--- config.mk ---
export PLATFORM = sky130hd
export DESIGN_NAME = lpsr_top
export DESIGN_NICKNAME = d
export VERILOG_FILES = /design/src/pkg/lpsr_pkg.sv /design/src/core/lpsr_sync.sv /design/src/core/lpsr_route.sv /design/src/core/lpsr_top.sv
export SDC_FILE = /design/constraint.sdc
export NUM_CORES = 1
export LEC_CHECK = 0
export BUFFER_PORTS_ARGS = -buffer_cell sky130_fd_sc_hd__buf_2
export CORE_AREA = 2 2 66 68
export CTS_BUF_LIST = sky130_fd_sc_hd__clkbuf_8
export CTS_CLUSTER_SIZE = 16
export DETAILED_ROUTE_END_ITERATION = 8
export DIE_AREA = 0 0 68 70
export PLACE_DENSITY = 0.75
export SYNTH_ARGS = -nofsm -noshare
export SYNTH_HDL_FRONTEND = slang
export SYNTH_SLANG_ARGS = --single-unit
export TNS_END_PERCENT = 1
--- constraint.sdc ---
create_clock -name CORE_CLK_I -period 2.39 [get_ports CORE_CLK_I]
set_clock_uncertainty 0.1 [all_clocks]
set_input_delay 0.3585 -clock CORE_CLK_I [delete_from_list [all_inputs] [get_ports CORE_CLK_I]]
set_output_delay 0.3585 -clock CORE_CLK_I [all_outputs]
set_load 0.1 [all_outputs]
--- src/pkg/lpsr_pkg.sv ---
// Package: register map, field positions, reset values and bus states
package lpsr_pkg;
    // APB address width in bits
    localparam int unsigned ADDR_W = 12;
    // Register indices; byte address is four times the index
    localparam logic [7:0] IDX_FAULT  = 8'h52;
    localparam logic [7:0] IDX_LINE   = 8'h53;
    localparam logic [7:0] IDX_TXSEL  = 8'h54;
    localparam logic [7:0] IDX_RXSEL  = 8'h55;
    localparam logic [7:0] IDX_MASK   = 8'h58;
    localparam logic [7:0] IDX_DIRECT = 8'h59;
    // Fault flag positions
    localparam int unsigned OT_BIT = 7;
    localparam int unsigned HF_BIT = 5;
    localparam int unsigned UV_BIT = 3;
    // Line state positions
    localparam int unsigned RDY_BIT = 7;
    localparam int unsigned RX_BIT  = 1;
    localparam int unsigned TX_BIT  = 0;
    // Source and destination select positions
    localparam int unsigned SEL_PB_BIT  = 1;
    localparam int unsigned SEL_SCI_BIT = 0;
    // Direct transmitter control position
    localparam int unsigned DIRECT_BIT = 0;
    // Implemented fault bits
    localparam logic [7:0] FAULT_USED = 8'hA8;
    // Reset values
    localparam logic [7:0] FAULT_RST  = 8'h00;
    localparam logic [1:0] SEL_RST    = 2'h0;
    localparam logic [7:0] MASK_RST   = 8'h00;
    localparam logic       DIRECT_RST = 1'h0;
    // Bus slave states
    typedef enum logic [1:0] {
        ST_IDLE = 2'b01,
        ST_ANS  = 2'b10
    } lpsr_bus_e;
endpackage

--- src/core/lpsr_sync.sv ---
// Two-flop synchroniser, one stage pair per bit
`timescale 1ns/1ps
module lpsr_sync #(
    parameter int unsigned W = 1
) (
    input  wire logic         clk_i,
    input  wire logic         rst_i,
    input  wire logic [W-1:0] async_i,
    output logic      [W-1:0] sync_o
);
    logic [W-1:0] meta_reg;

    // First stage feeds only the second stage
    for (genvar g = 0; g < W; g++) begin : g_bit
        always_ff @(posedge clk_i or posedge rst_i) begin
            if (rst_i) begin
                meta_reg[g] <= 1'b0;
                sync_o[g]   <= 1'b0;
            end else begin
                meta_reg[g] <= async_i[g];
                sync_o[g]   <= meta_reg[g];
            end
        end
    end
endmodule

--- src/core/lpsr_route.sv ---
// Transmit source selection and receive line distribution
`timescale 1ns/1ps
module lpsr_route (
    input  wire logic clk_i,
    input  wire logic rst_i,
    input  wire logic sel_sci_i,
    input  wire logic sel_pb_i,
    input  wire logic direct_i,
    input  wire logic sci_tx_i,
    input  wire logic pb_tx_i,
    input  wire logic rx_dom_i,
    input  wire logic dst_sci_i,
    input  wire logic dst_pb_i,
    output logic      lin_tx_o,
    output logic      pb_rx_o,
    output logic      sci_rx_o
);
    logic src;

    // Serial interface wins when both sources are chosen
    always_comb begin
        if (sel_sci_i) begin
            src = sci_tx_i;
        end else if (sel_pb_i) begin
            src = pb_tx_i;
        end else begin
            src = 1'b0;
        end
    end

    // Registered so every line leaves on a flop
    always_ff @(posedge clk_i or posedge rst_i) begin
        if (rst_i) begin
            lin_tx_o <= 1'b0;
            pb_rx_o  <= 1'b0;
            sci_rx_o <= 1'b0;
        end else begin
            lin_tx_o <= src | direct_i;
            pb_rx_o  <= dst_pb_i & rx_dom_i;
            sci_rx_o <= dst_sci_i & rx_dom_i;
        end
    end
endmodule

--- src/core/lpsr_top.sv ---
// LIN physical layer status flags, line state and routing registers
`timescale 1ns/1ps

// What this block does
// - Overtemperature sets sticky bit 7, W1C
// - HF disturbance sets sticky bit 5, W1C
// - Undervoltage sets sticky bit 3, W1C
// - Undervoltage threshold shared with low-voltage shutdown
// - Flags reset zero; unused fault bits read zero
// - Line state bit 7 shows transmitter ready
// - Line state bit 1 shows receive level
// - Line state bit 0 shows transmit level
// - Source bit 1 connects port B to transmitter
// - Source bit 0 connects serial interface transmitter
// - Both source bits reset to zero
// - Serial interface wins when both selected
// - Selected source ORed with direct control bit
// - Destination bit 1 routes receiver to port B
// - Destination bit 0 routes receiver to serial
// - Direct control bit forces transmitter dominant
module lpsr_top
    import lpsr_pkg::*;
(
    input  wire logic              CORE_CLK_I,
    input  wire logic              SYS_RST_I,
    input  wire logic              PSEL_I,
    input  wire logic              PENABLE_I,
    input  wire logic              PWRITE_I,
    input  wire logic [ADDR_W-1:0] PADDR_I,
    input  wire logic [31:0]       PWDATA_I,
    output logic      [31:0]       PRDATA_O,
    output logic                   PREADY_O,
    output logic                   PSLVERR_O,
    input  wire logic              OVERTEMP_DET_I,
    input  wire logic              HF_DISTURB_DET_I,
    input  wire logic              UNDERVOLT_DET_I,
    input  wire logic              TX_READY_I,
    input  wire logic              LIN_RX_DOM_I,
    input  wire logic              SERIAL_IF_TX_I,
    input  wire logic              PORT_B_TX_I,
    output logic                   LIN_TX_DOM_O,
    output logic                   PORT_B_RX_O,
    output logic                   SERIAL_IF_RX_O,
    output logic                   UV_SHUTDOWN_O,
    output logic                   IRQ_O
);

    ////////////////////////////////////////////////////////////////////
    // Declarations
    lpsr_bus_e   state_reg;
    logic [7:0]  fault_reg;
    logic [7:0]  fault_next;
    logic [7:0]  mask_reg;
    logic [1:0]  txsel_reg;
    logic [1:0]  rxsel_reg;
    logic        direct_reg;
    logic [31:0] prdata_reg;
    logic        pslverr_reg;
    logic        irq_reg;
    logic        uvsd_reg;
    logic [4:0]  sync_s;
    logic        ot_s;
    logic        hf_s;
    logic        uv_s;
    logic        rdy_s;
    logic        rx_s;
    logic        lin_tx;
    logic        acc;
    logic        take;
    logic        wr;
    logic [7:0]  idx;
    logic        aligned;
    logic [7:0]  wr8;
    logic [7:0]  set_vec;
    logic [7:0]  clr_vec;
    logic [7:0]  line_rd;
    logic [7:0]  rd8;
    logic        hit;

    ////////////////////////////////////////////////////////////////////
    // Analog inputs cross into the clock domain
    lpsr_sync #(
        .W (5)
    ) u_sync (
        .clk_i   (CORE_CLK_I),
        .rst_i   (SYS_RST_I),
        .async_i ({OVERTEMP_DET_I, HF_DISTURB_DET_I, UNDERVOLT_DET_I,
                   TX_READY_I, LIN_RX_DOM_I}),
        .sync_o  (sync_s)
    );

    assign ot_s  = sync_s[4];
    assign hf_s  = sync_s[3];
    assign uv_s  = sync_s[2];
    assign rdy_s = sync_s[1];
    assign rx_s  = sync_s[0];

    ////////////////////////////////////////////////////////////////////
    // Line routing; serial and port B signals share our clock
    lpsr_route u_route (
        .clk_i     (CORE_CLK_I),
        .rst_i     (SYS_RST_I),
        .sel_sci_i (txsel_reg[SEL_SCI_BIT]),
        .sel_pb_i  (txsel_reg[SEL_PB_BIT]),
        .direct_i  (direct_reg),
        .sci_tx_i  (SERIAL_IF_TX_I),
        .pb_tx_i   (PORT_B_TX_I),
        .rx_dom_i  (rx_s),
        .dst_sci_i (rxsel_reg[SEL_SCI_BIT]),
        .dst_pb_i  (rxsel_reg[SEL_PB_BIT]),
        .lin_tx_o  (lin_tx),
        .pb_rx_o   (PORT_B_RX_O),
        .sci_rx_o  (SERIAL_IF_RX_O)
    );

    assign LIN_TX_DOM_O = lin_tx;

    ////////////////////////////////////////////////////////////////////
    // APB decode
    assign acc     = PSEL_I & PENABLE_I;
    assign take    = acc & (state_reg == ST_ANS);
    assign wr      = take & PWRITE_I & ~pslverr_reg;
    assign idx     = PADDR_I[9:2];
    assign aligned = (PADDR_I[1:0] == 2'h0) & (PADDR_I[11:10] == 2'h0);
    assign wr8     = PWDATA_I[7:0];

    // Live line state, rebuilt every cycle
    always_comb begin
        line_rd          = 8'h00;
        line_rd[RDY_BIT] = rdy_s;
        line_rd[RX_BIT]  = rx_s;
        line_rd[TX_BIT]  = lin_tx;
    end

    // Read mux; unknown addresses answer with an error
    always_comb begin
        rd8 = 8'h00;
        hit = aligned;
        if (idx == IDX_FAULT) begin
            rd8 = fault_reg & FAULT_USED;
        end else if (idx == IDX_LINE) begin
            rd8 = line_rd;
        end else if (idx == IDX_TXSEL) begin
            rd8 = {6'h00, txsel_reg};
        end else if (idx == IDX_RXSEL) begin
            rd8 = {6'h00, rxsel_reg};
        end else if (idx == IDX_MASK) begin
            rd8 = mask_reg & FAULT_USED;
        end else if (idx == IDX_DIRECT) begin
            rd8 = {7'h00, direct_reg};
        end else begin
            hit = 1'b0;
        end
        if (!aligned) begin
            rd8 = 8'h00;
        end
    end

    // One wait state: answer one cycle into the access phase
    always_ff @(posedge CORE_CLK_I or posedge SYS_RST_I) begin
        if (SYS_RST_I) begin
            state_reg <= ST_IDLE;
        end else begin
            case (state_reg)
                ST_IDLE: begin
                    if (acc) begin
                        state_reg <= ST_ANS;
                    end
                end
                ST_ANS: begin
                    state_reg <= ST_IDLE;
                end
                default: begin
                    state_reg <= ST_IDLE;
                end
            endcase
        end
    end

    // Read data and error are captured as the answer is raised
    always_ff @(posedge CORE_CLK_I or posedge SYS_RST_I) begin
        if (SYS_RST_I) begin
            prdata_reg  <= 32'h0000_0000;
            pslverr_reg <= 1'b0;
        end else if (acc && state_reg == ST_IDLE) begin
            prdata_reg  <= PWRITE_I ? 32'h0000_0000 : {24'h000000, rd8};
            pslverr_reg <= ~hit;
        end else if (state_reg == ST_ANS) begin
            prdata_reg  <= 32'h0000_0000;
            pslverr_reg <= 1'b0;
        end
    end

    assign PRDATA_O  = prdata_reg;
    assign PREADY_O  = state_reg[1];  // One-hot answer bit, straight from the state flop
    assign PSLVERR_O = pslverr_reg;

    ////////////////////////////////////////////////////////////////////
    // Fault flags: detection wins over a clear in the same cycle
    always_comb begin
        set_vec         = 8'h00;
        set_vec[OT_BIT] = ot_s;
        set_vec[HF_BIT] = hf_s;
        set_vec[UV_BIT] = uv_s;
        clr_vec = (wr && idx == IDX_FAULT) ? wr8 : 8'h00;
        // Zero bits in the write leave the flag alone
        fault_next = ((fault_reg & ~clr_vec) | set_vec) & FAULT_USED;
    end

    always_ff @(posedge CORE_CLK_I or posedge SYS_RST_I) begin
        if (SYS_RST_I) begin
            fault_reg <= FAULT_RST;
        end else begin
            fault_reg <= fault_next;
        end
    end

    // Routing selects, direct control and interrupt mask; line state has no write path
    always_ff @(posedge CORE_CLK_I or posedge SYS_RST_I) begin
        if (SYS_RST_I) begin
            txsel_reg  <= SEL_RST;
            rxsel_reg  <= SEL_RST;
            direct_reg <= DIRECT_RST;
            mask_reg   <= MASK_RST;
        end else if (wr) begin
            if (idx == IDX_TXSEL) begin
                txsel_reg <= wr8[1:0];
            end else if (idx == IDX_RXSEL) begin
                rxsel_reg <= wr8[1:0];
            end else if (idx == IDX_DIRECT) begin
                direct_reg <= wr8[DIRECT_BIT];
            end else if (idx == IDX_MASK) begin
                mask_reg <= wr8 & FAULT_USED;
            end
        end
    end

    // Interrupt and the shutdown comparator level
    // The undervoltage comparator feeds both the flag and shutdown, so shutdown is high in the cycle the flag sets
    always_ff @(posedge CORE_CLK_I or posedge SYS_RST_I) begin
        if (SYS_RST_I) begin
            irq_reg  <= 1'b0;
            uvsd_reg <= 1'b0;
        end else begin
            irq_reg  <= |(fault_reg & mask_reg);
            uvsd_reg <= uv_s;
        end
    end

    assign IRQ_O         = irq_reg;
    assign UV_SHUTDOWN_O = uvsd_reg;
endmodule

# After elaboration in Yosys (flattened, before gate mapping)
# Cells that the tools add are included.
# classes
muxes	23
eq_ne	9
n_bitwise	17
reduce_logical	10
# op_table
cell	count
32-bit two-way mux	2
8-bit two-way mux	8
8-bit by 7-bit equality test with 1-bit output, second input constant	6
8-bit AND	2
1-bit two-way mux	11
8-bit inverter	1
8-bit bitwise OR	1
8-bit OR reduction	1
1-bit AND	7
1-bit inverter	5
5-bit AND reduction	1
2-bit logical NOT	2
2-bit two-way mux	2
4-bit AND reduction	1
3-bit AND reduction	1
2-bit by 1-bit equality test with 1-bit output, second input constant	1
2-bit equality test, second input constant	1
1-bit logical AND	2
2-bit != test, second input constant	1
2-bit AND reduction	1
2-bit nonzero test	1
1-bit bitwise OR	1
# word_totals
reg_bits	61
input_bits	56
output_inout_bits	39

# Logic depth before layout (Yosys ltp)
# logic_depth
depth_word	10
ltp_mapped	5
mapped_depth_nobuf	4

# Cells and area by module
# Synthesis repeated with hierarchy kept, for this count alone.
# hier_totals
cells_unflattened	143
area_unflattened_um2	1695.4
# modules_own_cells
module	area_per_inst_um2	instances	cells_per_inst	seq_area_each_um2
lpsr_top	1332.5	1	123	526.8
lpsr_sync	254.0	1	11	250.2
lpsr_route	108.9	1	9	75.1

# Worst setup path before layout
# No wires, ideal clock.
# synth_path
path_kind	register to register
start	register state_reg[1]
end	register mask_reg[3]
required_ns	2.165
slack_ns	0.144
t_arrival_ns	2.021
stages_incl_launch_ff	5
cell_sequence	dfrtp_1 > nand2b_1 > nor4_1 > nand3_1 > mux2_2
# synth_via
elab_chain_cells	5
# synth_lines
element	line	rtl
start: declaration	lpsr_top.sv:50	lpsr_bus_e state_reg;
start signal: assignment	lpsr_top.sv:162	state_reg <= ST_IDLE;
start signal: assignment	lpsr_top.sv:167	state_reg <= ST_ANS;
start signal: assignment	lpsr_top.sv:171	state_reg <= ST_IDLE;
2-bit equality test	lpsr_top.sv:121	assign take = acc & (state_reg == ST_ANS);
1-bit AND	lpsr_top.sv:121	
1-bit AND (2 in series)	lpsr_top.sv:122	assign wr = take & PWRITE_I & ~pslverr_reg;
5-bit AND reduction (no line)	n/a	
end signal: assignment	lpsr_top.sv:233	mask_reg <= wr8 & FAULT_USED;
end: declaration	lpsr_top.sv:53	logic [7:0] mask_reg;
# Every way passes these cells.
# A chain may end at the register's enable or synchronous reset.

# Final worst setup path
# layout_path
start	register state_reg[0]
end	register prdata_reg[7] (netlist: PRDATA_O[7])
# layout_via
elab_chain_cells	3
elab_cells_between_ends	5
# layout_lines
element	line	rtl
2-bit by 1-bit equality test with 1-bit output	lpsr_top.sv:185	end else if (acc && state_reg == ST_IDLE) begin
1-bit logical AND	lpsr_top.sv:185	
32-bit two-way mux / 2-bit nonzero test (equally long branches)	n/a	
end signal: assignment	lpsr_top.sv:186	prdata_reg <= PWRITE_I ? 32'h0000_0000 : {24'h000000, rd8};
end: declaration	lpsr_top.sv:57	logic [31:0] prdata_reg;
# Parallel ways exist; a longest one is shown, timed or not.

==> flow_metrics.tcl <==
set metrics [dict create \
    synth_compound_gate_area_share_pct 9.76 \
    drv_cap 0 \
    clkLatencyLatePin_ns 0.28 \
    h-tree-depth 2 \
    die_w_um 68 \
    start_util_pct 37.4 \
    critPathMaxFanout 5 \
    cts_buffers 5 \
    synthTopCellsByArea "dfrtp_1 53%, buf_4 13%, mux2_2 5.8%" \
    synth_seq_cells 34 \
    vias 1027 \
    slowest_stage "or4_4" \
    path_clk_slew_ns 0.06 \
    cts_root_buf "clkbuf_8" \
    place_area_um2 1730 \
    synthCells 134 \
    synth_common_cells "33 x dfrtp_1, 27 x buf_4, 9 x nand2_1" \
    drtIter0Drc 23 \
    drt-total-wl_mm 2.58 \
    r2r_cells 4 \
    ir_worst_vdd_mv 0.382 \
    ys_types 34 \
    required_ns 2.51 \
    yosys.area_share.xor_xnor_pct 0 \
    ctsResizeCount 0 \
    grt_pass1_wl_mm 4.26 \
    diodes 0 \
    ios 95 \
    die_area_um2 4760 \
    fin_crit_ns 1.89 \
    yosys.area.top_type "dfrtp_1" \
    crit_chain "nand4b_1 -> or4_4 -> a2111oi_2 -> a21o_1" \
    utilization_pct 43.9 \
    wl_per_cell_um 11.0 \
    rsz0062_at_grt "no" \
    synth.top_cell.area_share_pct 53.2 \
    drv_slew 0 \
    rows 24 \
    synthMuxAreaShare_pct 7.10 \
    vias_per_cell 4.39 \
    synth-simple-area-share_pct 13.5 \
    cp_slowest_stage_delay_ns 0.59 \
    whs_ns 0.0488 \
    first_pass_iters 4 \
    place_hpwl_mm 2.05 \
    fin_setup_tns_ns 0 \
    drc 0 \
    synthAdderAreaFrac_pct 0 \
    hold_class "in -> async" \
    cp.arrival_ns 2.01 \
    synth_edf_count 0 \
    criticalPathCategory "reg -> reg" \
    finalSetupViolCount 0 \
    place_inst 226 \
    ys.flop_type "dfrtp_1" \
    final_nets 237 \
    antenna_found_initial 0 \
    yosysMostFrequentCell "dfrtp_1" \
    cts_tree "done" \
    synthArstFlopShare_pct 100 \
    grt-ovfl-total 0 \
    place_congestion 0.769 \
    postLayoutCellArea_um2 1820 \
    max_freq_ghz 0.529 \
    core_um2 4140 \
    netlist_area_um2 1550 \
    synth_top_family_by_area "buffers and inverters" \
    layout.cells.non_filler 234 \
    n_fill_cell 417 \
    start_kind "flip-flop" \
    leakagePower_uw 0.000929 \
    clock_path_buffers 2 \
    syn_to_final_growth_pct 17.2 \
    drive_gt1_share_pct 34.1 \
    grtUsageTotal_pct 12.2 \
    grt_pass1_vias 963 \
    power_density_nw_per_um2 718 \
    critPathCaptureType "flip-flop" \
    ant_nets 0 \
    period_share_pct 79.1 \
    post_cts_buffers 0 \
    chipHeight_um 70 \
    status "finished clean" \
    synth-seq-area-share_pct 54.9 \
    numPortBuffers 40 \
    cts.sinks 34 \
    postCtsHoldBufs 0 \
    yosysWarnings 0 \
    grt_max_degree 35 \
    hold_viol 0 \
    synth_area_per_cell_um2 11.6 \
]
## layout make-up
cell class | count | area (µm²) | area share, %
Clock buffer | 6 | 82.6 | 4.54
Tap cell | 52 | 65.1 | 3.58
Multi-Input combinational cell | 93 | 572 | 31.5
Sequential cell | 34 | 852 | 46.9
Clock inverter | 2 | 8.76 | 0.482
Timing Repair Buffer | 43 | 223 | 12.3
Inverter | 4 | 15.0 | 0.826
## power breakdown
group | total (µW) | internal (µW) | switching (µW)
registers | 597 | 591 | 6.10
clock network | 415 | 228 | 187
logic | 293 | 32.1 | 261
total | 1310 | 851 | 454
## stage by stage
| stage | setup slack (ns) | power (µW) |
|---|---|---|
| global route | 0.362 | 1360 |
| floorplan | 0.144 | 895 |
| detailed placement | 0.332 | 902 |
| global placement | 0.356 | 900 |
| finish | 0.499 | 1310 |
| CTS | 0.466 | 1320 |
## path summary, 6_finish.rpt
check	slack, ns	endpoint	startpoint
setup / recovery	0.50	PRDATA_O[7]$_DFFE_PP0P_	state_reg[0]$_DFFE_PP1P_
hold / removal	0.05	u_sync.sync_o[2]$_DFF_PP0_	SYS_RST_I
setup reg to reg	0.50	PRDATA_O[7]$_DFFE_PP0P_	state_reg[0]$_DFFE_PP1P_
hold reg to reg	0.24	u_sync.sync_o[2]$_DFF_PP0_	u_sync.meta_reg[2]$_DFF_PP0_
max in group asynchronous	1.81	state_reg[0]$_DFFE_PP1P_	SYS_RST_I
min in group CORE_CLK_I	0.08	u_sync.meta_reg[0]$_DFF_PP0_	LIN_RX_DOM_I
## kinds of logic after synthesis
group                  Yosys count
multiplexers                    10
AND/OR/NAND/NOR                 35
flip-flops                      34
AO/OA/AOI/OAI                   21
other                            1
buffers and inverters           33
## routing by layer
layer	vias to the layer above	global-route usage, %	share of wire, %
met5	-	0	0
met4	0	7.33	2.4
met3	7	3.38	7.2
met2	40	17.5	47
met1	476	16.0	44
li1	504	-	-
## cells in the final DEF, fill, tap and decap left out, drive strengths merged, types with 4 or more instances in the layout
cell    instances
o21ai           6
inv             5
mux2            8
nand2           9
clkbuf          6
nand3           5
conb           27
a21o            4
dfrtp          33
buf            43
## worst max-delay path, delay by kind of cell, from the launching register on
family             cells  cell delay, ns
AOI/OAI and AO/OA      2            0.43
DFF                    1            0.52
and+or+nand+nor        2            0.78
No activity file was read; power rests on OpenSTA's default activity.
